==> src/inc/stamp_pkg.sv <==
// Constants and types shared by the capture time stamp logic
// Operation
// - Lead changes stamped at tick resolution, no offset
// - X.21 T/R stamped 16 bits after steady
// - Sent character starts two bits after stamp
// - Received character stamped char time plus two
// - Last sync character delayed one more character
// - First of two sync characters delayed again
// - Bit-oriented sent and received stamped alike
// - Opening flag stamped 26 bits plus zeros
// - Zero after five ones adds one bit
// - Address byte stamped 18 bits plus zeros
// - Other bytes stamped 34 bits plus zeros
// - FCS bytes stamped 24 and 16 bits
// - Closing flag stamped eight bits late
// - Tick follows speed range: 1, .5, .2, .1 ms
// - Range 65536 ticks, or 64 when disabled
// - Disabled range uses fixed aligned windows
// - Timers unusable for data captured without timing
// - Equal stamps at 64 kbps, never drift
// - Segments of 16 blocks, start and end shown
// - 2 Kbyte blocks numbered by first character
package stamp_pkg;

    // ************************************************************
    // Clock and time base
    // ************************************************************
    localparam int CLK_PERIOD_NS = 10;
    localparam int TICK_SLOW_US  = 1000;
    localparam int TICK_MID_US   = 500;
    localparam int TICK_FAST_US  = 200;
    localparam int TICK_TOP_US   = 100;
    localparam int TS_W          = 16;
    localparam int WIN_W         = 6;
    localparam int TICK_CNT_W    = 17;

    // ************************************************************
    // Delays in bit times
    // ************************************************************
    localparam int DLY_W            = 6;
    localparam int X21_STEADY_BITS  = 16;
    localparam int X21_CNT_W        = 5;
    localparam int COP_TX_LEAD_BITS = 2;
    localparam int COP_RX_TAIL_BITS = 2;
    localparam int BOP_OPEN_BITS    = 26;
    localparam int BOP_ADDR_BITS    = 18;
    localparam int BOP_DATA_BITS    = 34;
    localparam int BOP_FCS1_BITS    = 24;
    localparam int BOP_FCS2_BITS    = 16;
    localparam int BOP_CLOSE_BITS   = 8;

    // ************************************************************
    // Sizes
    // ************************************************************
    localparam int NLEAD      = 4;
    localparam int NXLINE     = 2;
    localparam int NSLOT      = 6;
    localparam int TAG_W      = 8;
    localparam int ADDR_W     = 20;
    localparam int BLK_BITS   = 11;
    localparam int SEG_BITS   = BLK_BITS + 4;

    typedef enum logic [1:0] {spd_slow, spd_mid, spd_fast, spd_top} speed_t;
    typedef enum logic [1:0] {proto_char, proto_bit, proto_x21, proto_async} proto_t;
    typedef enum logic [3:0] {
        ev_cop_rx, ev_cop_sync_last, ev_cop_sync_first, ev_bop_open, ev_bop_addr,
        ev_bop_data, ev_bop_fcs1, ev_bop_fcs2, ev_bop_close
    } ev_kind_t;

    typedef struct packed {
        speed_t     speed;
        proto_t     proto;
        logic       store_time;
        logic [3:0] char_len;
    } cfg_t;

    typedef struct packed {
        logic             valid;
        ev_kind_t         kind;
        logic [TAG_W-1:0] tag;
    } line_ev_t;

    typedef struct packed {
        logic                        valid;
        logic [NLEAD-1:0]            lead_hit;
        logic [NXLINE-1:0]           xline_hit;
        logic [NSLOT-1:0]            slot_hit;
        logic                        tx_hit;
        logic [NSLOT-1:0][TAG_W-1:0] slot_tag;
        logic [TAG_W-1:0]            tx_tag;
        logic [TS_W-1:0]             time_val;
    } stamp_t;

endpackage : stamp_pkg

==> src/verilog/capture_time_stamp_unit.sv <==
// Capture path time stamp unit: tick counter, delayed stamps, buffer position
`timescale 1ns/10ps
module capture_time_stamp_unit #(
    parameter int TICK_SLOW_CYC = stamp_pkg::TICK_SLOW_US * 1000 / stamp_pkg::CLK_PERIOD_NS,
    parameter int TICK_MID_CYC  = stamp_pkg::TICK_MID_US * 1000 / stamp_pkg::CLK_PERIOD_NS,
    parameter int TICK_FAST_CYC = stamp_pkg::TICK_FAST_US * 1000 / stamp_pkg::CLK_PERIOD_NS,
    parameter int TICK_TOP_CYC  = stamp_pkg::TICK_TOP_US * 1000 / stamp_pkg::CLK_PERIOD_NS
) (
    // Clock and reset
    input  wire logic                              ref_clk,
    input  wire logic                              reset_n,
    // Setup
    input  wire stamp_pkg::cfg_t                   cfg,
    input  wire logic                              capture_restart,
    // Line side
    input  wire logic                              bit_tick,
    input  wire logic                              stuff_bit,
    input  wire logic [stamp_pkg::NLEAD-1:0]       lead_in,
    input  wire logic [stamp_pkg::NXLINE-1:0]      xline_in,
    input  wire stamp_pkg::line_ev_t               line_ev,
    input  wire logic                              tx_req,
    input  wire logic [stamp_pkg::TAG_W-1:0]       tx_tag,
    output logic                                   tx_ready,
    output logic                                   tx_go,
    output logic                                   ev_ready,
    // Capture buffer side
    input  wire logic                              cap_wr,
    output stamp_pkg::stamp_t                      stamp,
    output logic                                   timers_ok,
    output logic [stamp_pkg::ADDR_W-stamp_pkg::BLK_BITS-1:0] block_num,
    output logic                                   seg_start,
    output logic                                   seg_end
);
    import stamp_pkg::*;

    typedef struct packed {
        logic             busy;
        logic [DLY_W-1:0] cnt;
        logic [TAG_W-1:0] tag;
    } slot_t;

    typedef struct packed {
        logic [TICK_CNT_W-1:0]              tick_cnt;
        logic [TS_W-1:0]                    ts;
        logic [NLEAD-1:0]                   lead;
        logic [NXLINE-1:0]                  xline;
        logic [NXLINE-1:0][X21_CNT_W-1:0]   xcnt;
        slot_t [NSLOT-1:0]                  slot;
        logic                               tx_busy;
        logic [1:0]                         tx_cnt;
        logic                               tx_go;
        logic                               timers_ok;
        logic [ADDR_W-1:0]                  addr;
        stamp_t                             stamp;
    } state_t;

    state_t st_r;
    state_t st_nxt;

    // ************************************************************
    // Delay per event kind, in bit times
    // ************************************************************
    function automatic logic [DLY_W-1:0] delay_of(input ev_kind_t k, input logic [3:0] cl);
        logic [DLY_W-1:0] c;
        c = {{(DLY_W-4){1'b0}}, cl};
        unique case (k)
            ev_cop_rx:         delay_of = c + DLY_W'(COP_RX_TAIL_BITS);
            ev_cop_sync_last:  delay_of = DLY_W'(2 * c + COP_RX_TAIL_BITS);
            ev_cop_sync_first: delay_of = DLY_W'(3 * c + COP_RX_TAIL_BITS);
            ev_bop_open:       delay_of = DLY_W'(BOP_OPEN_BITS);
            ev_bop_addr:       delay_of = DLY_W'(BOP_ADDR_BITS);
            ev_bop_data:       delay_of = DLY_W'(BOP_DATA_BITS);
            ev_bop_fcs1:       delay_of = DLY_W'(BOP_FCS1_BITS);
            ev_bop_fcs2:       delay_of = DLY_W'(BOP_FCS2_BITS);
            ev_bop_close:      delay_of = DLY_W'(BOP_CLOSE_BITS);
            default:           delay_of = DLY_W'(BOP_CLOSE_BITS);
        endcase
    endfunction : delay_of

    // ************************************************************
    // Tick limit for the selected speed range
    // ************************************************************
    logic [TICK_CNT_W-1:0] tick_lim;
    always_comb begin
        unique case (cfg.speed)
            spd_slow: tick_lim = TICK_CNT_W'(TICK_SLOW_CYC - 1);
            spd_mid:  tick_lim = TICK_CNT_W'(TICK_MID_CYC - 1);
            spd_fast: tick_lim = TICK_CNT_W'(TICK_FAST_CYC - 1);
            spd_top:  tick_lim = TICK_CNT_W'(TICK_TOP_CYC - 1);
        endcase
    end

    // Free slot search
    logic                     slot_free;
    logic [$clog2(NSLOT)-1:0] free_idx;
    always_comb begin
        slot_free = 1'b0;
        free_idx  = '0;
        for (int i = NSLOT - 1; i >= 0; i--) begin
            if (!st_r.slot[i].busy) begin
                slot_free = 1'b1;
                free_idx  = ($clog2(NSLOT))'(i);
            end
        end
    end

    // ************************************************************
    // Next state
    // ************************************************************
    always_comb begin
        logic       any_hit;
        logic       bit_adv;
        logic       xl_change;
        st_nxt  = st_r;
        any_hit = 1'b0;
        xl_change = 1'b0;
        bit_adv = bit_tick && !stuff_bit;                 // Stuffed zero holds delays
        st_nxt.stamp.valid     = 1'b0;
        st_nxt.stamp.lead_hit  = '0;
        st_nxt.stamp.xline_hit = '0;
        st_nxt.stamp.slot_hit  = '0;
        st_nxt.stamp.tx_hit    = 1'b0;
        st_nxt.tx_go           = 1'b0;

        // Free running tick counter, whole ticks only so no drift
        if (st_r.tick_cnt >= tick_lim) begin
            st_nxt.tick_cnt = '0;
            st_nxt.ts       = st_r.ts + 1'b1;
        end else begin
            st_nxt.tick_cnt = st_r.tick_cnt + 1'b1;
        end

        // Ordinary leads stamp on the change itself
        st_nxt.lead = lead_in;
        for (int i = 0; i < NLEAD; i++) begin
            if (lead_in[i] != st_r.lead[i]) begin
                st_nxt.stamp.lead_hit[i] = 1'b1;
            end
        end

        // T and R lines: recognised after a steady run under X.21
        st_nxt.xline = xline_in;
        for (int i = 0; i < NXLINE; i++) begin
            xl_change = xline_in[i] != st_r.xline[i];
            if (cfg.proto != proto_x21) begin
                st_nxt.xcnt[i] = X21_CNT_W'(X21_STEADY_BITS);
                if (xl_change) begin
                    st_nxt.stamp.xline_hit[i] = 1'b1;
                end
            end else if (xl_change) begin
                st_nxt.xcnt[i] = '0;
            end else if (bit_tick && st_r.xcnt[i] < X21_CNT_W'(X21_STEADY_BITS)) begin
                st_nxt.xcnt[i] = st_r.xcnt[i] + 1'b1;
                if (st_r.xcnt[i] == X21_CNT_W'(X21_STEADY_BITS - 1)) begin
                    st_nxt.stamp.xline_hit[i] = 1'b1;
                end
            end
        end

        // Delay slots: count bit times, stamp on reaching zero
        for (int i = 0; i < NSLOT; i++) begin
            if (st_r.slot[i].busy) begin
                if (st_r.slot[i].cnt == '0) begin
                    st_nxt.slot[i].busy        = 1'b0;
                    st_nxt.stamp.slot_hit[i]   = 1'b1;
                    st_nxt.stamp.slot_tag[i]   = st_r.slot[i].tag;
                end else if (bit_adv) begin
                    st_nxt.slot[i].cnt = st_r.slot[i].cnt - 1'b1;
                end
            end
        end
        if (line_ev.valid && slot_free) begin
            st_nxt.slot[free_idx].busy = 1'b1;
            st_nxt.slot[free_idx].cnt  = delay_of(line_ev.kind, cfg.char_len);
            st_nxt.slot[free_idx].tag  = line_ev.tag;
        end

        // Sent character: stamp now, launch two bit times later
        if (tx_req && !st_r.tx_busy) begin
            st_nxt.tx_busy      = 1'b1;
            st_nxt.tx_cnt       = 2'(COP_TX_LEAD_BITS);
            st_nxt.stamp.tx_hit = 1'b1;
            st_nxt.stamp.tx_tag = tx_tag;
        end else if (st_r.tx_busy && bit_tick) begin
            st_nxt.tx_cnt = st_r.tx_cnt - 1'b1;
            if (st_r.tx_cnt == 2'h1) begin
                st_nxt.tx_busy = 1'b0;
                st_nxt.tx_go   = 1'b1;
            end
        end

        // Stamp value: full count, or aligned window only
        any_hit = |st_nxt.stamp.lead_hit || |st_nxt.stamp.xline_hit
                  || |st_nxt.stamp.slot_hit || st_nxt.stamp.tx_hit;
        st_nxt.stamp.valid = any_hit;
        if (cfg.store_time) begin
            st_nxt.stamp.time_val = st_r.ts;
        end else begin
            st_nxt.stamp.time_val = {{(TS_W-WIN_W){1'b0}}, st_r.ts[WIN_W-1:0]};
        end

        // Timers lose meaning once untimed data is captured
        if (capture_restart) begin
            st_nxt.timers_ok = 1'b1;
        end
        if (any_hit && !cfg.store_time) begin
            st_nxt.timers_ok = 1'b0;
        end

        // Capture position, blocks and segments
        if (capture_restart) begin
            st_nxt.addr = '0;
        end else if (cap_wr) begin
            st_nxt.addr = st_r.addr + 1'b1;
        end
    end

    // ************************************************************
    // State register
    // ************************************************************
    always_ff @(posedge ref_clk) begin
        if (!reset_n) begin
            st_r           <= '0;
            st_r.timers_ok <= 1'b1;
            st_r.xcnt      <= {NXLINE{X21_CNT_W'(X21_STEADY_BITS)}};
        end else begin
            st_r <= st_nxt;
        end
    end

    // ************************************************************
    // Outputs
    // ************************************************************
    assign stamp     = st_r.stamp;
    assign tx_go     = st_r.tx_go;
    assign tx_ready  = !st_r.tx_busy;
    assign ev_ready  = slot_free;
    assign timers_ok = st_r.timers_ok;
    assign block_num = st_r.addr[ADDR_W-1:BLK_BITS];
    assign seg_start = st_r.addr[SEG_BITS-1:0] == '0;
    assign seg_end   = st_r.addr[SEG_BITS-1:0] == {SEG_BITS{1'b1}};

    // ************************************************************
    // Assertions
    // ************************************************************
    a_window_masked: assert property (@(posedge ref_clk) disable iff (!reset_n)
        st_r.stamp.valid && !$past(cfg.store_time) |-> st_r.stamp.time_val[TS_W-1:WIN_W] == '0)
        else $error("stamp outside aligned window");

    a_tick_step: assert property (@(posedge ref_clk) disable iff (!reset_n)
        st_r.ts != $past(st_r.ts) |-> st_r.ts == $past(st_r.ts) + 1'b1)
        else $error("tick counter jumped");

    a_tick_period: assert property (@(posedge ref_clk) disable iff (!reset_n)
        $past(reset_n) && st_r.ts != $past(st_r.ts) |-> $past(st_r.tick_cnt) >= $past(tick_lim))
        else $error("tick came early");

    a_lead_stamp: assert property (@(posedge ref_clk) disable iff (!reset_n)
        lead_in != st_r.lead |=> st_r.stamp.valid && |st_r.stamp.lead_hit)
        else $error("lead change not stamped");

    a_x21_steady: assert property (@(posedge ref_clk) disable iff (!reset_n)
        $past(cfg.proto) == proto_x21 && st_r.stamp.xline_hit[1]
        |-> $past(st_r.xcnt[1]) == X21_CNT_W'(X21_STEADY_BITS - 1))
        else $error("X.21 line stamped at wrong point");

    a_tx_launch: assert property (@(posedge ref_clk) disable iff (!reset_n)
        tx_req && tx_ready ##1 (!bit_tick [*2]) |=> !tx_go)
        else $error("character launched before two bit times");

    a_stuff_hold: assert property (@(posedge ref_clk) disable iff (!reset_n)
        st_r.slot[0].busy && st_r.slot[0].cnt != '0 && bit_tick && stuff_bit
        |=> st_r.slot[0].cnt == $past(st_r.slot[0].cnt))
        else $error("stuffed zero not added to delay");

    a_timers_drop: assert property (@(posedge ref_clk) disable iff (!reset_n)
        st_r.stamp.valid && !$past(cfg.store_time) |-> !st_r.timers_ok)
        else $error("timers still usable on untimed data");

    a_segment_wrap: assert property (@(posedge ref_clk) disable iff (!reset_n)
        seg_end && cap_wr && !capture_restart |=> seg_start)
        else $error("segment did not restart after 32 Kbytes");

    a_slot_stamp: assert property (@(posedge ref_clk) disable iff (!reset_n)
        st_r.slot[0].busy && st_r.slot[0].cnt == '0 |=> st_r.stamp.slot_hit[0])
        else $error("delay slot expired without a stamp");

    a_lead_time: assert property (@(posedge ref_clk) disable iff (!reset_n)
        lead_in != st_r.lead && cfg.store_time |=> st_r.stamp.time_val == $past(st_r.ts))
        else $error("lead stamp carries an offset");

    a_timers_restart: assert property (@(posedge ref_clk) disable iff (!reset_n)
        capture_restart && cfg.store_time |=> timers_ok)
        else $error("timers not usable after restart");

    a_block_restart: assert property (@(posedge ref_clk) disable iff (!reset_n)
        capture_restart |=> block_num == '0 && seg_start)
        else $error("capture position not cleared");

    a_tx_go_ready: assert property (@(posedge ref_clk) disable iff (!reset_n)
        tx_go |-> tx_ready)
        else $error("launch while still busy");

endmodule : capture_time_stamp_unit

==> config.mk <==
export PLATFORM = sky130hd
export DESIGN_NAME = capture_time_stamp_unit
export DESIGN_NICKNAME = d
export VERILOG_FILES = /design/src/inc/stamp_pkg.sv /design/src/verilog/capture_time_stamp_unit.sv
export SDC_FILE = /design/constraint.sdc
export NUM_CORES = 1
export LEC_CHECK = 0
export BUFFER_PORTS_ARGS = -buffer_cell sky130_fd_sc_hd__buf_2
export CORE_MARGIN = 2
export CORE_UTILIZATION = 54
export CTS_BUF_LIST = sky130_fd_sc_hd__clkbuf_2 sky130_fd_sc_hd__clkbuf_4 sky130_fd_sc_hd__clkbuf_8
export CTS_CLUSTER_DIAMETER = 40
export DETAILED_ROUTE_END_ITERATION = 6
export PLACE_DENSITY = 0.78
export SLEW_MARGIN = 40
export SYNTH_ARGS = -nofsm -noshare
export SYNTH_HDL_FRONTEND = slang
export SYNTH_SLANG_ARGS = --single-unit
==> constraint.sdc <==
create_clock -name ref_clk -period 3 [get_ports ref_clk]
set_clock_uncertainty 0.1 [all_clocks]
set_input_delay 0.9 -clock ref_clk [delete_from_list [all_inputs] [get_ports ref_clk]]
set_output_delay 0.9 -clock ref_clk [all_outputs]
set_load 0.01 [all_outputs]
Word level (Yosys, flattened, before mapping)
Index checks and enable logic that the tools add are counted.
W data, S select, Z words.
{"block": "word_totals", "reg_bits": 250, "inputBits": 43, "out_inout_bits": 101, "elab_cells": 222}
{"block": "classes", "n_addsub": 15, "n_mul": 1, "order_cmp": 5, "n_eq_ne": 21, "mux": 86, "n_bitwise": 2, "reduce_logical": 46}
{"operator": "$bwmux W90", "n": 3}
{"operator": "$demux W15 S3", "n": 3}
{"operator": "$mux W90", "n": 1}
{"operator": "$mux W6", "n": 13}
{"operator": "$pmux W17 S4", "n": 1}
{"operator": "$pmux W6 S8", "n": 1}
{"operator": "$mux W1", "n": 43}
{"operator": "$mux W7", "n": 6}
{"operator": "$logic_not A6 Y1", "n": 6}
{"operator": "$sub A6 B1 Y6 const B", "n": 6}
{"operator": "$mux W3", "n": 7}
{"operator": "$add A20 B1 Y20 const B", "n": 1}
{"operator": "$mux W5", "n": 4}
{"operator": "$add A17 B1 Y17 const B", "n": 1}
{"operator": "$ge A17 B17 Y1", "n": 1}
{"operator": "$add A16 B1 Y16 const B", "n": 1}
{"operator": "$eq A4 B3 Y1 const B", "n": 4}
{"operator": "$reduce_and A2 Y1", "n": 8}
{"operator": "$eq A15 B15 Y1 const B", "n": 1}
{"operator": "$logic_not A15 Y1", "n": 1}
{"operator": "$mux W15", "n": 1}
{"operator": "$mux W14", "n": 1}
{"operator": "$add A5 B1 Y5 const B", "n": 2}
{"operator": "$eq A5 B4 Y1 const B", "n": 2}
{"operator": "27 further kinds", "n": 58}

Longest topological paths before layout
Gate-level depths: netlist (run 1).
{"block": "depth", "ltp_word": 14, "mapped_depth": 10}

Least setup slack after synthesis (run 1)
OpenSTA, ideal clock, no wires.
{"block": "synth_path", "kind": "input to register", "startpoint": "in cfg[7] (netlist bit)", "endpoint": "reg st_r[222] (netlist bit)", "setup_time_ps": 121, "arrival_ps": 2675, "required_time_ps": 2779, "setup_slack_ps": 104, "path_stages": 10, "path_cell_list": "inv_1 -> ha_1 -> inv_1 -> ha_1 -> a211oi_2 -> o211ai_1 -> o21ai_4 -> nand2_1 -> nand4_1 -> mux2_2"}
{"block": "synth_between", "elab_chain_cells": 3, "word_cells_on_any_way": 6, "classes_between": "order compare: 1; eq/ne: 3; mux: 1; reduce/logical: 1"}
{"element": "start, declared", "line_no": "capture_time_stamp_unit.sv:13", "rtl": "input wire stamp_pkg::cfg_t cfg,"}
{"element": "$eq A2 B2 Y1, or another cell as far along", "line_no": "capture_time_stamp_unit.sv:85", "rtl": "unique case (cfg.speed)"}
{"element": "$pmux W17 S4 (*)", "line_no": "capture_time_stamp_unit.sv:85"}
{"element": "$ge A17 B17 Y1 (*)", "line_no": "capture_time_stamp_unit.sv:126", "rtl": "if (st_r.tick_cnt >= tick_lim) begin"}
{"element": "end signal, assigned", "line_no": "capture_time_stamp_unit.sv:227", "rtl": "st_r <= st_nxt;"}
{"element": "end, declared", "line_no": "capture_time_stamp_unit.sv:57", "rtl": "state_t st_r;"}
Mark *: on every way between the ends. The rest lies on a longest branch, timed or not. The select of a mux whose other input is x is not followed.
A chain may end at the register's enable or synchronous reset.

Worst setup path after layout (run 1)
{"block": "layout_path", "startpoint": "reg st_r[88] (netlist bit)", "endpoint": "out seg_start"}
{"block": "layout_between", "elab_chain_cells": 1}
{"element": "$logic_not A15 Y1", "line_no": "capture_time_stamp_unit.sv:240", "rtl": "assign seg_start = st_r.addr[SEG_BITS-1:0] == '0;"}
{"element": "end, declared", "line_no": "capture_time_stamp_unit.sv:31", "rtl": "output logic seg_start,"}
Every way passes these cells.

==> results.ini, run 1 <==
[worst_setup_path]
slowest_delay_ps = 520
worst_path_max_delay_cell = or4_1
arrival_ps = 1810
critical_path_class = reg2out
crit_path_end_kind = output pin
path_cells = or4_1 -> nor4_1 -> buf_2
crit_path_start_kind = flop
worst_ep_required_time_ps = 2000
critical_path_peak_fanout = 5

[placed_design]
io_buffers = 143
place_ws_ps = -165
gp_congestion = 0.824
dp.final_hpwl_mm = 16.2
placed_area_mm2 = 0.0117

[synth]
synth_nets = 1375
avgSynthCellArea_um2 = 8.83
synthCells = 1287
syn_area_mm2 = 0.0114
synth_top_area_share_pct = 44.1
yosysSeqAreaShare_pct = 44.1
ys_top_cells_by_area = dfxtp_1, buf_4, mux2i_1, nor2_1, ha_1
ys.warnings.count = 0
synth_edf_count = 0
synth_cell_type_count = 56
synth.most_common_cell = dfxtp_1
ys_seq_elements = 250
synth_flop_cell = dfxtp_1
yosys-top-cells-count = dfxtp_1, nor2_1, nand2_1, buf_4, a21oi_1
async_reset_ff_share_pct = 0
yosysTopAreaCell = dfxtp_1

[die]
die_w_um = 149
start_util_pct = 54.6
core-area_mm2 = 0.0208
design.die.area_mm2 = 0.0222
rows = 53
die_h_um = 149
ioPinCount = 144

[grt]
overflow = 0
grt_max_degree = 47
grt_pass1_wl_mm = 38.4
antenna_found_initial = 1
grt_usage_pct = 20.9
grt_pass1_vias = 8083

[clocking]
clk_pin_slew_ps = 60
cts_tree = yes
clock_path_buffers = 3
cts_resized = 0
root_buffer = clkbuf_8
hold_buffers = 0
clkSinkCount = 250
cts_setup_buffers = 0
htreeDepth = 2
clk_latency_ps = 530
cts_buffers = 43

[layout]
regArea_mm2 = 0.00500
multi_input_area_mm2 = 0.00529
fin_util_pct = 61.4
syn2layout_area_growth_pct = 12.5
drive_above_1_share_pct = 19.5
final_cell_area_mm2 = 0.0128
fin_nets = 1445
antenna-diode-count = 0
fillerInstances = 1783

[sta]
max_freq_mhz = 355
setup_viol = 0
grt_setup_unrepaired = no
hold_viol = 0
timing.hold.ws_ps = 351
maxSlewHeadroom_pct = 55.2
fin_crit_ps = 2810
tightest_slew_ps = 671
period_share_pct = 93.8
finalMaxSlewViolations = 0
setup_ws_ps = 186

[status]
status = finished, final reports clean

[power]
p_per_area_mw_per_mm2 = 588
p_leak_nw = 5.75
ir_drop_mv = 0.375

[routing]
wl_per_cell_um = 14.2
wl_mm = 23.6
drtPass1Iterations = 5
drc = 0
ant_nets = 0
vias = 8699
via_per_inst = 5.23
dr.first_iter.drc_count = 439

[job]
drv_cap = 0

[worst_hold_path]
min_path_type = reg2reg

==> critical path, delay by kind of cell (launching register included) <==
kind          cells  cell delay, ps
flops             1             340
simple gates      2             770
buf+inv           1             180
==> cell usage in the layout (no fill, tap or decap), types with 33 or more instances in the layout <==
cell | synthesis | final
xor2_1 | 39 | 39
ha_1 | 45 | 45
buf_2 | 9 | 143
inv_1 | 37 | 36
a21oi_1 | 82 | 82
xnor2_1 | 45 | 45
nand2_1 | 144 | 144
mux2i_1 | 64 | 64
nand3_1 | 33 | 33
nor2_1 | 164 | 164
clkbuf_8 | 0 | 58
dfxtp_1 | 250 | 250
==> power breakdown <==
part | switching (mW) | internal, mW
clock network | 1.35 | 2.30
logic | 0.277 | 0.173
registers | 0.0435 | 3.38
==> per-stage QoR <==
step	setup TNS (ps)	total power, mW	cells
2_1_floorplan	0	3.80	1287
3_3_place_gp	-347	3.93	1587
3_5_place_dp	-695	3.95	1587
4_1_cts	0	7.62	1662
5_1_grt	0	7.81	1662
6_report	0	7.52	1662
==> cells by family (layout without fill, tap and decap cells) <==
family          Yosys count  count (layout)  share of synthesized area, %
buf+inv                 186             286                          9.42
mux                      67              67                          5.97
xor+xnor                 84              84                          6.48
compound gates          165             165                          8.76
fa+ha+maj                45              45                          4.96
flops                   250             250                          44.1
simple gates            490             490                          20.4
==> area by class of cell <==
| type | instances | share of cell area, % |
|---|---|---|
| clock buffers | 63 | 6.54 |
| clock inverters | 12 | 1.66 |
| multi-input cells | 851 | 41.3 |
| well taps | 275 | 2.69 |
| flip-flops and latches | 250 | 39.1 |
| repair buffers | 174 | 7.52 |
| inverters | 37 | 1.11 |
==> final timing paths <==
| kind | startpoint | cells after the start | slack (ps) | end |
|---|---|---|---|---|
| hold reg to reg | stamp[17] | 2 | 350 | stamp[17] |
| hold / removal | stamp[17] | 2 | 350 | stamp[17] |
| setup reg to reg | st_r[244] | 7 | 720 | st_r[222] |
| setup / recovery | st_r[88] | 3 | 190 | seg_start |
==> routing by layer <==
metal / vias to the layer above / global-route usage [%] / share of wire [%]
li1: 4388 / - / -
met1: 4082 / 26.3 / 45
met2: 187 / 36.1 / 48
met3: 40 / 4.40 / 4.9
met4: 2 / 6.00 / 2.0
met5: - / 0 / 0.051
No activity file was read; power rests on OpenSTA's default activity.
==> inputs of run 2 (changes only) <==
RECOVER_POWER = 100   (was default)
==> results.ini, run 2 (synthesized netlist as in run 1, its figures left out) <==
[status]
status = finished, final reports clean

[die]
design.die.area_mm2 = 0.0222  ; unchanged
die_w_um = 149  ; unchanged
core-area_mm2 = 0.0208  ; unchanged
die_h_um = 149  ; unchanged
start_util_pct = 54.6  ; unchanged
ioPinCount = 144  ; unchanged
rows = 53  ; unchanged

[placed_design]
place_ws_ps = -165  ; unchanged
dp.final_hpwl_mm = 16.2  ; unchanged
placed_cells = 1587  ; unchanged
gp_congestion = 0.824  ; unchanged
placed_area_mm2 = 0.0117  ; unchanged
io_buffers = 143  ; unchanged

[layout]
regArea_mm2 = 0.00500  ; unchanged
drive_above_1_share_pct = 11.4  ; -8.1 points
fin_util_pct = 60.4  ; -0.96 points
multi_input_area_mm2 = 0.00526  ; -0.54%
fin_nets = 1445  ; unchanged
layout_commonest_cell = dfxtp_1
fin_cells = 1662  ; unchanged
antenna-diode-count = 0  ; unchanged
syn2layout_area_growth_pct = 10.8
mostFrequentLayoutCells = dfxtp_1, nor2_1, nand2_1
final_cell_area_mm2 = 0.0126  ; -1.6%
fillerInstances = 1863  ; +4.5%

[power]
p_leak_nw = 5.28  ; -8.1%
p_per_area_mw_per_mm2 = 596  ; +1.4%
ir_drop_mv = 0.374  ; -0.47%

[clocking]
cts_setup_buffers = 0  ; unchanged
htreeDepth = 2  ; unchanged
clkSinkCount = 250  ; unchanged
clk_latency_ps = 530  ; about the same
root_buffer = clkbuf_8
cts_buffers = 43  ; unchanged
hold_buffers = 0  ; unchanged
cts_resized = 0  ; unchanged
clock_path_buffers = 3  ; unchanged
cts_tree = yes
clk_pin_slew_ps = 60  ; about the same

[routing]
dr.first_iter.drc_count = 418  ; -4.8%
wl_mm = 23.7  ; +0.53%
wl_per_cell_um = 14.3  ; +0.53%
vias = 8703  ; +0.046%
ant_nets = 0  ; unchanged
drtPass1Iterations = 5  ; unchanged
via_per_inst = 5.24  ; about the same
drc = 0  ; unchanged

[sta]
tightest_slew_ps = 1290  ; +621 ps
max_freq_mhz = 356  ; about the same
maxSlewHeadroom_pct = 13.4  ; -42 points
fin_crit_ps = 2810  ; -2.74 ps
grt_setup_unrepaired = no
setup_viol = 0  ; unchanged
setup_tns_ps = 0  ; unchanged
setup_ws_ps = 189  ; +2.74 ps
finalMaxSlewViolations = 0  ; unchanged
hold_viol = 0  ; unchanged
period_share_pct = 93.7  ; about the same

[worst_hold_path]
min_path_type = reg2reg

[worst_setup_path]
crit_path_start_kind = flop
critical_path_class = reg2out
crit_path_end_kind = output pin
reg2reg_setup_slack_ps = 610  ; -110 ps
arrival_ps = 1810  ; about the same
critical_path_peak_fanout = 5  ; unchanged
worst_ep_required_time_ps = 2000  ; about the same

[grt]
grt_usage_pct = 20.9  ; unchanged
overflow = 0  ; unchanged
antenna_found_initial = 1  ; unchanged
grt_max_degree = 47  ; unchanged
grt_pass1_vias = 8083  ; unchanged
grt_pass1_wl_mm = 38.4  ; unchanged

[job]
drv_cap = 0  ; unchanged

[run 2: changes by cell type in the layout (fill, tap and decap cells not counted), moves of 2 or more]
cell / before / now
a21boi_0: 1 / 3
and2_0: 0 / 5
and2_1: 18 / 13
buf_2: 143 / 42
buf_4: 30 / 20
clkbuf_1: 0 / 108
clkbuf_2: 0 / 2
clkbuf_4: 5 / 7
[run 2: where the power goes]
group / leakage, nW / switching [mW] / internal [mW] / total [mW]
Clock: 0.545 / 1.34 / 2.30 / 3.64
Sequential: 2.02 / 0.0443 / 3.38 / 3.43
Combinational: 2.71 / 0.276 / 0.161 / 0.436
Total: 5.28 / 1.66 / 5.84 / 7.50
[run 2: per-stage QoR]
step	hold WS (ps)	total power, mW
after floorplan	336	3.80
after global placement	338	3.93
after detailed placement	346	3.95
after CTS	353	7.62
after global routing	371	7.79
final	353	7.50
[run 2: layout make-up]
cell class,count,area share [%]
multi-input cells,851,41.8
clock inverters,12,1.69
well taps,275,2.73
clock buffers,63,6.64
repair buffers,174,6.28
inverters,37,1.11
flip-flops and latches,250,39.8
[run 2: metal layers]
metal / vias to the layer above / GRT usage [%] / share of wire (%)
met4: 2 / 6.00 / 1.9
met2: 192 / 36.1 / 48
met5: - / 0 / 0.051
li1: 4388 / - / -
met3: 38 / 4.40 / 4.7
met1: 4083 / 26.3 / 45
[run 2: critical path, cell delays in order, from the launching register on]
cell and delay (ps):
dfxtp_1 340, or4_1 520, nor4_1 250, buf_2 180
[run 2: worst paths after layout]
path	from	to	cells past startpoint
max reg2reg	st_r[244]	st_r[221]	7
min	stamp[17]	stamp[17]	2
max	st_r[88]	seg_start	3
min reg2reg	stamp[17]	stamp[17]	2
